--- src/acs_pkg.sv ---
/*
 Shared constants for the ADC conversion mode sequencer: command codes,
 configuration word layout, modes, pin order and host controller map.
 Assumes both link ends and the bench agree on these values.
*/
package acs_pkg;
	localparam int FRAME_BITS = 16;
	localparam int FIFO_DEPTH = 4;
	localparam int CMD_LSB = 12;
	localparam int CFG_W = 12;
	localparam int RES_W = 10;
	// Command codes in the top nibble of a frame
	localparam logic [1:0] CMD_SEL_PFX = 2'h0;
	localparam logic [3:0] CMD_CFG_RD = 4'h8;
	localparam logic [3:0] CMD_FIFO_RD = 4'h9;
	localparam logic [3:0] CMD_CFG_WR = 4'hA;
	localparam logic [3:0] CMD_PDOWN = 4'hF;
	// Configuration word fields
	localparam int CFG_MODE_LSB = 10;
	localparam int CFG_THR_LSB = 8;
	localparam int CFG_ORDER_LSB = 0;
	localparam int ORDER_W = 8;
	localparam logic [CFG_W-1:0] CFG_RESET = 12'h000;
	typedef enum logic [1:0] {
		MODE_SINGLE = 2'b00,
		MODE_REPEAT = 2'b01,
		MODE_SWEEP = 2'b10,
		MODE_RSWEEP = 2'b11
	} acs_mode_t;
	// Synchronised pin order inside the device
	localparam int PIN_SCLK = 0;
	localparam int PIN_CS = 1;
	localparam int PIN_SDI = 2;
	localparam int PIN_CST = 3;
	// Host timing
	localparam int HCLK_PERIOD_NS = 40;
	localparam int SCLK_PERIOD_NS = 320;
	localparam int SCLK_HALF_CYC = SCLK_PERIOD_NS / (2 * HCLK_PERIOD_NS);
	localparam int GAP_HALVES = 4;
	localparam int CONVERSION_START_PIN_LOW_CYC = 8;
	// Host register map and bits
	localparam logic [7:0] REG_CMD = 8'h00;
	localparam logic [7:0] REG_STATUS = 8'h04;
	localparam logic [7:0] REG_RX = 8'h08;
	localparam logic [7:0] REG_INT_STAT = 8'h0C;
	localparam logic [7:0] REG_INT_MASK = 8'h10;
	localparam logic [7:0] REG_CONVERSION_START_PIN = 8'h14;
	localparam int INT_FRAME_BIT = 0;
	localparam int INT_CST_BIT = 1;
	localparam int INT_W = 2;
endpackage

--- src/acs_link_if.sv ---
/*
 Serial link between host controller and converter.
 Assumes the bench connects both modports; all wires are one-way.
*/
`timescale 1ns/1ps
interface acs_link_if;
	logic sclk;
	logic cs_n;
	logic sdi;
	logic sdo;
	logic conversion_start_pin_n;
	modport dev(input sclk, input cs_n, input sdi, input conversion_start_pin_n, output sdo);
	modport host(output sclk, output cs_n, output sdi, output conversion_start_pin_n, input sdo);
endinterface

--- src/acs_adc_dev.sv ---
/*
 Converter end: decodes link frames, runs the single, repeat, sweep and
 repeat sweep modes and keeps the result FIFO with its threshold.
 Assumes link pins are asynchronous to hclk and that the user side
 presents sample_value for sample_channel while conv_req is high.
*/
// How it works
// Sweep halts once FIFO reaches threshold.
// At threshold sweep drops conversions, keeps reads.
// Repeat sweep conversion at threshold flushes FIFO, restarts order.
// Host reads FIFO after threshold reached.
// Repeat sweep host rereads or reconfigures freely.
// Host selects channel before single/repeat conversions.
// Single bypasses FIFO; repeat stores each result.
// Repeat needs fresh channel select after threshold.
// Repeat: depth four, mode 01, select, convert.
// Sweep converts order entries, reads in order.
// Repeat sweep reruns same order after readout.
// Power down costs one frame, no conversion.
// FIFO keeps completion order, counts against threshold.
`timescale 1ns/1ps
module acs_adc_dev #(
	parameter int FIFO_DEPTH = acs_pkg::FIFO_DEPTH
) (
	acs_link_if.dev link, // Serial link, converter side
	input wire logic hclk, // System clock
	input wire logic hresetn, // Asynchronous reset, active low
	input wire logic [acs_pkg::RES_W-1:0] sample_value, // Converted analog value
	output logic [1:0] sample_channel, // Channel being converted
	output logic conv_req, // One-cycle conversion pulse
	output logic powered_down, // Software power down active
	output logic fifo_at_threshold // FIFO filled to threshold
);
	localparam int PW = (FIFO_DEPTH > 1) ? $clog2(FIFO_DEPTH) : 1;
	localparam int CW = $clog2(FIFO_DEPTH + 1);
	localparam int FB = acs_pkg::FRAME_BITS;
	logic [3:0] pin_raw, pin_meta_reg, pin_sync_reg, pin_prev_reg;
	logic sclk_rise, sclk_fall, cs_fall, cs_rise, cst_fall;
	assign pin_raw = {link.conversion_start_pin_n, link.sdi, link.cs_n, link.sclk};
	for (genvar gi = 0; gi < 4; gi++) begin : g_sync
		// Reset to the pin's idle level, so no false edge follows reset
		localparam logic IDLE_LVL = (gi != acs_pkg::PIN_SCLK) && (gi != acs_pkg::PIN_SDI);
		always_ff @(posedge hclk or negedge hresetn) begin
			if (!hresetn) begin
				pin_meta_reg[gi] <= IDLE_LVL;
				pin_sync_reg[gi] <= IDLE_LVL;
				pin_prev_reg[gi] <= IDLE_LVL;
			end else begin
				pin_meta_reg[gi] <= pin_raw[gi];
				pin_sync_reg[gi] <= pin_meta_reg[gi];
				pin_prev_reg[gi] <= pin_sync_reg[gi];
			end
		end
	end
	assign sclk_rise = pin_sync_reg[acs_pkg::PIN_SCLK] & ~pin_prev_reg[acs_pkg::PIN_SCLK];
	assign sclk_fall = ~pin_sync_reg[acs_pkg::PIN_SCLK] & pin_prev_reg[acs_pkg::PIN_SCLK];
	assign cs_fall = ~pin_sync_reg[acs_pkg::PIN_CS] & pin_prev_reg[acs_pkg::PIN_CS];
	assign cs_rise = pin_sync_reg[acs_pkg::PIN_CS] & ~pin_prev_reg[acs_pkg::PIN_CS];
	assign cst_fall = ~pin_sync_reg[acs_pkg::PIN_CST] & pin_prev_reg[acs_pkg::PIN_CST];
	// Frame shifter
	logic [FB-1:0] in_reg, in_next, tx_reg, tx_next, out_reg, out_next;
	logic [4:0] bcnt_reg, bcnt_next;
	logic sdo_reg, sdo_next;
	always_comb begin
		in_next = in_reg;
		tx_next = tx_reg;
		bcnt_next = bcnt_reg;
		sdo_next = sdo_reg;
		if (cs_fall) begin
			bcnt_next = 5'h00;
			tx_next = out_reg;
			sdo_next = out_reg[FB-1];
		end else if (!pin_sync_reg[acs_pkg::PIN_CS]) begin
			if (sclk_rise) begin
				in_next = {in_reg[FB-2:0], pin_sync_reg[acs_pkg::PIN_SDI]};
				if (bcnt_reg != 5'h1F) begin
					bcnt_next = bcnt_reg + 5'h01;
				end
			end
			if (sclk_fall) begin
				tx_next = {tx_reg[FB-2:0], 1'b0};
				sdo_next = tx_reg[FB-2];
			end
		end
	end
	always_ff @(posedge hclk or negedge hresetn) begin
		if (!hresetn) begin
			in_reg <= '0;
			tx_reg <= '0;
			bcnt_reg <= 5'h00;
			sdo_reg <= 1'b0;
		end else begin
			in_reg <= in_next;
			tx_reg <= tx_next;
			bcnt_reg <= bcnt_next;
			sdo_reg <= sdo_next;
		end
	end
	assign link.sdo = sdo_reg;
	// Sequencer and FIFO
	logic [acs_pkg::CFG_W-1:0] cfg_reg, cfg_next;
	logic [1:0] chan_reg, chan_next, cchan_reg, cchan_next, idx_reg, idx_next, conv_ch;
	logic armed_reg, armed_next, thr_reg, thr_next, pdown_reg, pdown_next, pend_reg, pend_next;
	logic [PW-1:0] wp_reg, wp_next, rp_reg, rp_next;
	logic [CW-1:0] cnt_reg, cnt_next, cnt_after;
	logic [FB-1:0] mem [FIFO_DEPTH];
	logic cmd_valid, is_sel, do_conv, push, pop, flush;
	logic [3:0] cmd;
	logic [2:0] thr_val;
	logic [acs_pkg::ORDER_W-1:0] order_sh;
	logic [FB-1:0] result_word;
	acs_pkg::acs_mode_t mode;
	assign cmd_valid = cs_rise && (bcnt_reg == 5'(FB));
	assign cmd = in_reg[acs_pkg::CMD_LSB +: 4];
	assign is_sel = cmd_valid && (cmd[3:2] == acs_pkg::CMD_SEL_PFX);
	assign mode = acs_pkg::acs_mode_t'(cfg_reg[acs_pkg::CFG_MODE_LSB +: 2]);
	assign thr_val = {1'b0, cfg_reg[acs_pkg::CFG_THR_LSB +: 2]} + 3'h1;
	assign order_sh = cfg_reg[acs_pkg::CFG_ORDER_LSB +: acs_pkg::ORDER_W] >> {idx_reg, 1'b0};
	assign result_word = {cchan_reg, 4'h0, sample_value};
	always_comb begin
		cfg_next = cfg_reg;
		chan_next = chan_reg;
		cchan_next = cchan_reg;
		idx_next = idx_reg;
		armed_next = armed_reg;
		thr_next = thr_reg;
		pdown_next = pdown_reg;
		wp_next = wp_reg;
		rp_next = rp_reg;
		cnt_next = cnt_reg;
		cnt_after = cnt_reg;
		out_next = out_reg;
		do_conv = 1'b0;
		conv_ch = chan_reg;
		push = 1'b0;
		pop = 1'b0;
		flush = 1'b0;
		if (pend_reg) begin
			if (mode == acs_pkg::MODE_SINGLE) begin
				out_next = result_word;
			end else if (cnt_reg != CW'(FIFO_DEPTH)) begin
				push = 1'b1;
			end
		end
		if (cmd_valid) begin
			case (cmd)
				acs_pkg::CMD_CFG_WR: begin
					cfg_next = in_reg[acs_pkg::CFG_W-1:0];
					flush = 1'b1;
					armed_next = 1'b0;
					idx_next = 2'h0;
					pdown_next = 1'b0;
				end
				acs_pkg::CMD_CFG_RD: out_next = {4'h0, cfg_reg};
				acs_pkg::CMD_FIFO_RD: begin
					if (cnt_reg != '0) begin
						out_next = mem[rp_reg];
						pop = 1'b1;
					end else begin
						out_next = '0;
					end
				end
				acs_pkg::CMD_PDOWN: pdown_next = 1'b1;
				default: ;
			endcase
		end
		// A select wakes from power down; a start pulse does not
		if (is_sel) begin
			pdown_next = 1'b0;
		end
		if ((is_sel || (cst_fall && !pdown_reg)) && !(cmd_valid && cmd == acs_pkg::CMD_CFG_WR)) begin
			case (mode)
				acs_pkg::MODE_SINGLE, acs_pkg::MODE_REPEAT: begin
					if (is_sel && !thr_reg) begin
						chan_next = cmd[1:0];
						armed_next = 1'b1;
						do_conv = 1'b1;
						conv_ch = cmd[1:0];
					end else if (armed_reg && !thr_reg) begin
						do_conv = 1'b1;
					end
				end
				acs_pkg::MODE_SWEEP: begin
					if (!thr_reg) begin
						do_conv = 1'b1;
						conv_ch = order_sh[1:0];
						idx_next = idx_reg + 2'h1;
					end
				end
				acs_pkg::MODE_RSWEEP: begin
					if (thr_reg) begin
						flush = 1'b1;
						do_conv = 1'b1;
						conv_ch = cfg_reg[acs_pkg::CFG_ORDER_LSB +: 2];
						idx_next = 2'h1;
					end else begin
						do_conv = 1'b1;
						conv_ch = order_sh[1:0];
						idx_next = idx_reg + 2'h1;
					end
				end
				default: ;
			endcase
		end
		if (do_conv) begin
			cchan_next = conv_ch;
		end
		if (flush) begin
			wp_next = '0;
			rp_next = '0;
			cnt_next = '0;
			thr_next = 1'b0;
		end else begin
			if (push) begin
				wp_next = (wp_reg == PW'(FIFO_DEPTH - 1)) ? '0 : wp_reg + PW'(1);
			end
			if (pop) begin
				rp_next = (rp_reg == PW'(FIFO_DEPTH - 1)) ? '0 : rp_reg + PW'(1);
			end
			cnt_after = cnt_reg + CW'(push) - CW'(pop);
			cnt_next = cnt_after;
			if (push && (cnt_after >= CW'(thr_val))) begin
				thr_next = 1'b1;
				idx_next = 2'h0;
				if (mode == acs_pkg::MODE_REPEAT) begin
					armed_next = 1'b0;
				end
			end else if (pop && cnt_after == '0) begin
				thr_next = 1'b0;
			end
		end
	end
	assign pend_next = do_conv;
	always_ff @(posedge hclk or negedge hresetn) begin
		if (!hresetn) begin
			cfg_reg <= acs_pkg::CFG_RESET;
			chan_reg <= 2'h0;
			cchan_reg <= 2'h0;
			idx_reg <= 2'h0;
			armed_reg <= 1'b0;
			thr_reg <= 1'b0;
			pdown_reg <= 1'b0;
			pend_reg <= 1'b0;
			wp_reg <= '0;
			rp_reg <= '0;
			cnt_reg <= '0;
			out_reg <= '0;
		end else begin
			cfg_reg <= cfg_next;
			chan_reg <= chan_next;
			cchan_reg <= cchan_next;
			idx_reg <= idx_next;
			armed_reg <= armed_next;
			thr_reg <= thr_next;
			pdown_reg <= pdown_next;
			pend_reg <= pend_next;
			wp_reg <= wp_next;
			rp_reg <= rp_next;
			cnt_reg <= cnt_next;
			out_reg <= out_next;
		end
	end
	// Memory needs no reset; count guards every read
	always_ff @(posedge hclk) begin
		if (push && !flush) begin
			mem[wp_reg] <= result_word;
		end
	end
	assign sample_channel = cchan_reg;
	assign conv_req = pend_reg;
	assign powered_down = pdown_reg;
	assign fifo_at_threshold = thr_reg;
endmodule

--- src/flat_wrapper.sv ---
// flat-port wrapper written by rule: the top's interface ports become plain ports
module acs_adc_dev_flat 
#(
	parameter int FIFO_DEPTH = acs_pkg::FIFO_DEPTH
)
  (hclk, hresetn, sample_value, sample_channel, conv_req, powered_down, fifo_at_threshold, link_sclk, link_cs_n, link_sdi, link_conversion_start_pin_n, link_sdo);
  acs_link_if link_i ();
  input wire logic hclk;
  input wire logic hresetn;
  input wire logic [acs_pkg::RES_W-1:0] sample_value;
  output logic [1:0] sample_channel;
  output logic conv_req;
  output logic powered_down;
  output logic fifo_at_threshold;
  input wire logic [$bits(link_i.sclk)-1:0] link_sclk;
  input wire logic [$bits(link_i.cs_n)-1:0] link_cs_n;
  input wire logic [$bits(link_i.sdi)-1:0] link_sdi;
  input wire logic [$bits(link_i.conversion_start_pin_n)-1:0] link_conversion_start_pin_n;
  output wire logic [$bits(link_i.sdo)-1:0] link_sdo;
  assign link_i.sclk = link_sclk;
  assign link_i.cs_n = link_cs_n;
  assign link_i.sdi = link_sdi;
  assign link_i.conversion_start_pin_n = link_conversion_start_pin_n;
  assign link_sdo = link_i.sdo;
  acs_adc_dev #(.FIFO_DEPTH(FIFO_DEPTH)) u_core (.link(link_i), .hclk(hclk), .hresetn(hresetn), .sample_value(sample_value), .sample_channel(sample_channel), .conv_req(conv_req), .powered_down(powered_down), .fifo_at_threshold(fifo_at_threshold));
endmodule
--- config.mk ---
export PLATFORM = sky130hd
export DESIGN_NAME = acs_adc_dev_flat
export DESIGN_NICKNAME = d
export VERILOG_FILES = /design/src/acs_pkg.sv /design/src/acs_link_if.sv /design/src/acs_adc_dev.sv /design/src/flat_wrapper.sv
export SDC_FILE = /design/constraint.sdc
export NUM_CORES = 1
export LEC_CHECK = 0
export BUFFER_PORTS_ARGS = -buffer_cell sky130_fd_sc_hd__buf_2
export CAP_MARGIN = 20
export CORE_ASPECT_RATIO = 0.7
export CORE_UTILIZATION = 36
export CTS_CLUSTER_SIZE = 12
export DETAILED_ROUTE_END_ITERATION = 16
export PLACE_DENSITY = 0.49
export SLEW_MARGIN = 20
export SYNTH_ARGS = -nofsm -noshare
export SYNTH_HDL_FRONTEND = slang
export SYNTH_SLANG_ARGS = --single-unit
--- constraint.sdc ---
create_clock -name hclk -period 9.2 [get_ports hclk]
set_clock_uncertainty 0.1 [all_clocks]
set_input_delay 1.84 -clock hclk [delete_from_list [all_inputs] [get_ports hclk]]
set_output_delay 1.84 -clock hclk [all_outputs]
set_load 0.005 [all_outputs]
# Word-level counts from Yosys, hierarchy flattened
# Memories as Yosys holds them, arrays and structs flattened.
# Cells that the tools add are included.
[totals] ram_bits=48 inputBits=16 regBits=93 elab_cells=162 out_inout_bits=6 mem_count=1
[op_classes] order_cmp=1 shift=1 n_addsub=7 reduce_logical=34 eq_ne=13 n_mux=67 bitwise_logic=11
[memory_table] name="u_core.mem" depth=4 width=12 rd=1 rd_ports_with_merged_regs=0 wr=1 line_no="acs_adc_dev.sv:106" source="logic [FB-1:0] mem [FIFO_DEPTH];"
[ops] cell="2-to-1 mux 16 bit" count=4
[ops] cell="2-to-1 mux 15 bit" count=3
[ops] cell="2-to-1 mux 2 bit" count=17
[ops] cell="2-to-1 mux 1 bit" count=33
[ops] cell="case mux 16 bit (2 select lines)" count=1
[ops] cell="2-to-1 mux 5 bit" count=4
[ops] cell="== test 4 bit (second input constant)" count=4
[ops] cell="nonzero test 2 bit" count=6
[ops] cell="logical AND 1 bit" count=10
[ops] cell="nonzero test 3 bit" count=3
[ops] cell="== test 2 bit (second input constant)" count=4
[ops] cell="AND reduction 2 bit" count=4
[ops] cell="right shift 8 x 3 -> 2 bit" count=1
[ops] cell="adder 2 x 1 -> 2 bit (second input constant)" count=3
[ops] cell="NOT 1 bit" count=6
[ops] cell="case mux 2 bit (3 select lines)" count=1
[ops] cell="AND reduction 3 bit" count=2
[ops] cell="adder 5 x 1 -> 5 bit (second input constant)" count=1
[ops] cell="bitwise AND 1 bit" count=5
[ops] cell="== test 5 bit (second input constant)" count=1
[ops] cell="!= test 5 bit (second input constant)" count=1
[ops] cell="zero test 1 bit" count=4
[ops] cell="zero test 2 bit" count=2
[ops] cell="case mux 2 bit (2 select lines)" count=1
[ops] cell="other kinds (13)" count=13

# Logic depth before layout (Yosys ltp)
[depth] ltp_word=11 depth_mapped=17 mapped_depth_nobuf=17

# Worst setup path after synthesis
# No wires, ideal clock.
[synth_timing] kind="register to register" startpoint="register u_core.pin_sync_reg[1]" endpoint="register u_core.armed_reg" setup_slack_ns=5.764 setup_time_ns=0.131 t_arrival_ns=3.205 required_time_ns=8.969 synth_period_minus_slack_ns=3.436 path_stages_with_launch=17 n_path_buf=1 cell_sequence="dfstp_2 buf_4 nor2b_4 and2_1 nand2_1 inv_1 ha_1 inv_1 ha_1 inv_1 fa_1 inv_1 ha_1 a21oi_1 maj3_1 nor3_2 a31oi_1"
[synth_between] elab_chain_len=10 elab_cells_between_ends=23 cone_classes="add/sub: 1; order compare: 1; mux: 12; bitwise: 1; reduce/logical: 8"
[synth_lines] element="start: declaration" line_no="acs_adc_dev.sv:37" source="logic [3:0] pin_raw, pin_meta_reg, pin_sync_reg, pin_prev_reg;"
[synth_lines] element="start signal: indexed assignment" line_no="acs_adc_dev.sv:50" source="pin_sync_reg[gi] <= pin_meta_reg[gi];"
[synth_lines] element="bitwise AND 1 bit *" line_no="acs_adc_dev.sv:58" source="assign cs_rise = pin_sync_reg[acs_pkg::PIN_CS] & ~pin_prev_reg[acs_pkg::PIN_CS];"
[synth_lines] element="logical AND 1 bit *" line_no="acs_adc_dev.sv:113" source="assign cmd_valid = cs_rise && (bcnt_reg == 5'(FB));"
[synth_lines] element="branches (longest 7 deep; another with subtractor 3 x 1 -> 3 bit)"
[synth_lines] element="2-to-1 mux 1 bit *" line_no="acs_adc_dev.sv:208" source="if (flush) begin"
[synth_lines] element="via u_core.armed_next" line_no="acs_adc_dev.sv:103" source="logic armed_reg, armed_next, thr_reg, thr_next, pdown_reg, pdown_next, pend_reg, pend_next;"
[synth_lines] element="end signal: assignment" line_no="acs_adc_dev.sv:253" source="armed_reg <= armed_next;"
[synth_lines] element="end: declaration" line_no="acs_adc_dev.sv:103"
# Mark *: on every way through the listed nets, which the timed path passes.
# A chain may end at the register's enable or synchronous reset.

# Worst setup path in the final report
[layout_timing] startpoint="register u_core.in_reg[13]" endpoint="register u_core.armed_reg"
[layout_between] elab_chain_len=9 elab_cells_between_ends=23 cone_classes="add/sub: 1; order compare: 1; eq/ne: 2; mux: 15; reduce/logical: 4"
[layout_lines] element="start: declaration" line_no="acs_adc_dev.sv:61" source="logic [FB-1:0] in_reg, in_next, tx_reg, tx_next, out_reg, out_next;"
[layout_lines] element="start signal: assignment" line_no="acs_adc_dev.sv:93" source="in_reg <= in_next;"
[layout_lines] element="branches (longest 8 deep; another with subtractor 3 x 1 -> 3 bit)"
[layout_lines] element="2-to-1 mux 1 bit *" line_no="acs_adc_dev.sv:208"
[layout_lines] element="via u_core.armed_next" line_no="acs_adc_dev.sv:103"
# Marks and branches as above.

==> out/qor.csv <==
stage,metric,value,unit
die,start_util,0.372,
clock_tree,postCtsResizedCells,0,
die,ios,22,
clock_tree,postCtsHoldBufs,0,
synth,yosysSeqAreaShare,0.615,
setup_path,start_kind,flop,
clock_tree,clockRootBuffer,clkbuf_16,
grt,grt_overflow_total,0,
synth,syn_avg_cell_area,13.1,sq um
cells_and_area,final_area,0.00702,sq mm
cells_and_area,area_growth,14.3,%
cells_and_area,num_antenna_cells,0,
clock_tree,clk_latency,0.41,ns
status,status,"finished, final reports clean",
grt,grt_max_degree,70,
clock_tree,cts_tree,done,
cells_and_area,nFillCells,1569,
clock_tree,post-cts-setup-buffers,0,
grt,grt_pass1_wl,21400,microns
sta,period_minus_slack,3.98,ns
sta,slew_viol_final,0,
synth,postSynthCellCount,470,
detailed_routing,avgViaCountPerCell,5.16,
die,die_w,158,microns
setup_path,cp.required,9.38,ns
setup_path,reg2reg_to,u_core.armed_reg,
synth,ys_ff_latch,141,
synth,synth.distinct_cells,54,
synth,synth_nets,500,
min_path,hold_path_end,u_core.pin_sync_reg[0],
setup_path,path_class,flop to flop,
min_path,hp-start,u_core.pin_meta_reg[0],
synth,synth_area,0.00614,sq mm
sta,finalHoldViolCount,0,
placement,dp_cells,692,
synth,yosys_warnings,0,
min_path,worstHoldPathType,flop to flop,
synth,synth-edff-count,48,
die,die_h,111,microns
setup_path,cp-end-kind,flop,
detailed_routing,totalWireLength,13200,microns
sta,grt_setup_unrepaired,false,
power,p_leak,0.00300,uW
setup_path,r2r_start,u_core.in_reg[13],
sta,fin_setup_tns,0,ns
die,std_cell_rows,39,
sta,fmax,251,MHz
sta,slew_headroom,0.342,
power,p_per_area,203,mW/mm^2
detailed_routing,wl_per_cell,18.2,microns
detailed_routing,drt_iter0_drc,223,
sta,setup_violations,0,
setup_path,path_max_fanout,11,
cells_and_area,largest_register_ff_count,48,
job,cap_violations,0,
clock_tree,htree_levels,4,
synth,ys.flop_type,dfrtp_1,
cells_and_area,final_cells,725,
die,dieArea,0.0176,sq mm
clock_tree,clk_pin_slew,0.06,ns
clock_tree,clockBufferDepth,2,
setup_path,worstPathArrival,4.16,ns
sta,fin_crit_sh,0.432,
grt,grt_pass1_vias,3780,
setup_path,ff2ff_path_depth,15,
detailed_routing,vias,3740,
cells_and_area,drive_above_1_share,0.204,
synth,async_flop_share,0.660,
min_path,whs_path_depth,0,
grt,antenna_found_initial,0,
clock_tree,cts_buffers,17,
detailed_routing,drc,0,
setup_path,r2r_slack,5.22,ns
placement,gp_congestion,0.799,
placement,port_buffers,21,
grt,grtUsageTotal,0.164,
placement,place_hpwl,9130,microns
placement,placed_cell_area,0.00641,sq mm
power,ir_drop,115,uV
cells_and_area,nets,517,
detailed_routing,dr.pass1.iters,5,
detailed_routing,ant_nets,0,
die,core_area,0.0165,sq mm
sta,tightest_slew,0.987,ns
clock_tree,clock_sinks,141,
cells by family (layout without fill, tap and decap cells):
kind of cell,count (synthesis),in the layout,synth area share
DFF,141,141,0.615
buffers and inverters,42,72,0.0316
xor gates and xnor gates,4,4,0.00570
and+or+nand+nor,132,132,0.107
AOI/OAI and AO/OA,80,80,0.0849
muxes,56,56,0.124
adders and majority gates,15,15,0.0314
placed cells by master (no fill, tap or decap), drive strengths merged, types with 12 or more instances in the layout:
master	n
o21ai	31
edfxtp	48
ha	13
clkbuf	29
nor2	13
inv	17
mux2i	22
buf	22
mux4	14
nand2	79
a31oi	12
dfrtp	87
mux2	20
power breakdown:
part / internal (uW) / switching (uW) / total [uW]
registers: 674 / 16.8 / 691
clock network: 433 / 249 / 682
logic: 22.8 / 27.8 / 50.7
layer usage:
layer,vias up,share of wire,GRT usage,wire length [microns]
met5,-,0,0,0
met4,0,0.0056,0.0417,74
met3,7,0.052,0.0465,682
met2,79,0.43,0.219,5630
met1,1913,0.51,0.255,6780
li1,1741,-,-,-
synthesized netlist by cell type, types with 5 or more instances:
| master | n | area, sq um |
|---|---|---|
| buf_2 | 14 | 70.1 |
| dfrtp_1 | 87 | 2180 |
| ha_1 | 13 | 163 |
| dfstp_2 | 6 | 158 |
| nand2_1 | 78 | 293 |
| nor2_1 | 13 | 48.8 |
| nand3_1 | 7 | 35.0 |
| mux2_2 | 19 | 214 |
| and2_1 | 7 | 43.8 |
| a221oi_1 | 10 | 87.6 |
| clkbuf_1 | 7 | 26.3 |
| and3_1 | 5 | 31.3 |
| edfxtp_1 | 48 | 1440 |
| inv_1 | 16 | 60.1 |
| a22o_1 | 5 | 43.8 |
| a21oi_1 | 10 | 50.1 |
| o21ai_0 | 30 | 150 |
| mux4_2 | 14 | 315 |
| mux2i_1 | 22 | 220 |
| a31oi_1 | 11 | 68.8 |
critical path: stages, from the launching register on:
cell	delay, ns
dfrtp_1	0.48
nor3b_2	0.29
o311a_1	0.49
nand2_1	0.23
inv_1	0.14
ha_1	0.23
inv_1	0.06
ha_1	0.14
inv_1	0.05
fa_1	0.52
inv_1	0.05
ha_1	0.27
a21oi_1	0.06
maj3_1	0.38
nor3_2	0.22
a31oi_1	0.13
stage by stage:
step | power [uW] | setup WS (ns) | util | hold slack, ns
2_1_floorplan | 729 | 5.76 | - | 0.231
3_3_place_gp | 752 | 5.35 | 0.389 | 0.238
3_5_place_dp | 755 | 5.27 | 0.389 | 0.239
4_1_cts | 1440 | 5.23 | 0.425 | 0.252
5_1_grt | 1480 | 4.96 | 0.426 | 0.259
6_report | 1420 | 5.22 | 0.426 | 0.254
final cells by class:
cell class / instances / area [sq um] / area share
inverter: 17 / 63.8 / 0.00908
sequential: 141 / 3780 / 0.538
clock buffer: 28 / 549 / 0.0782
multi-input combinational: 287 / 2180 / 0.310
tap: 225 / 282 / 0.0401
clock inverter: 4 / 47.5 / 0.00677
timing repair buffer: 23 / 129 / 0.0183
how the worst max path moves through the flow:
stage | to | from | slack (ns)
final | u_core.armed_reg | u_core.in_reg[13] | 5.22
after detailed placement | u_core.armed_reg | u_core.in_reg[13] | 5.27
after floorplan | u_core.armed_reg | u_core.pin_sync_reg[1] | 5.76
after global routing | u_core.armed_reg | u_core.in_reg[13] | 4.96
after global placement | u_core.armed_reg | u_core.in_reg[13] | 5.35
after CTS | u_core.armed_reg | u_core.in_reg[13] | 5.23
No activity file was read; power rests on OpenSTA's default activity.
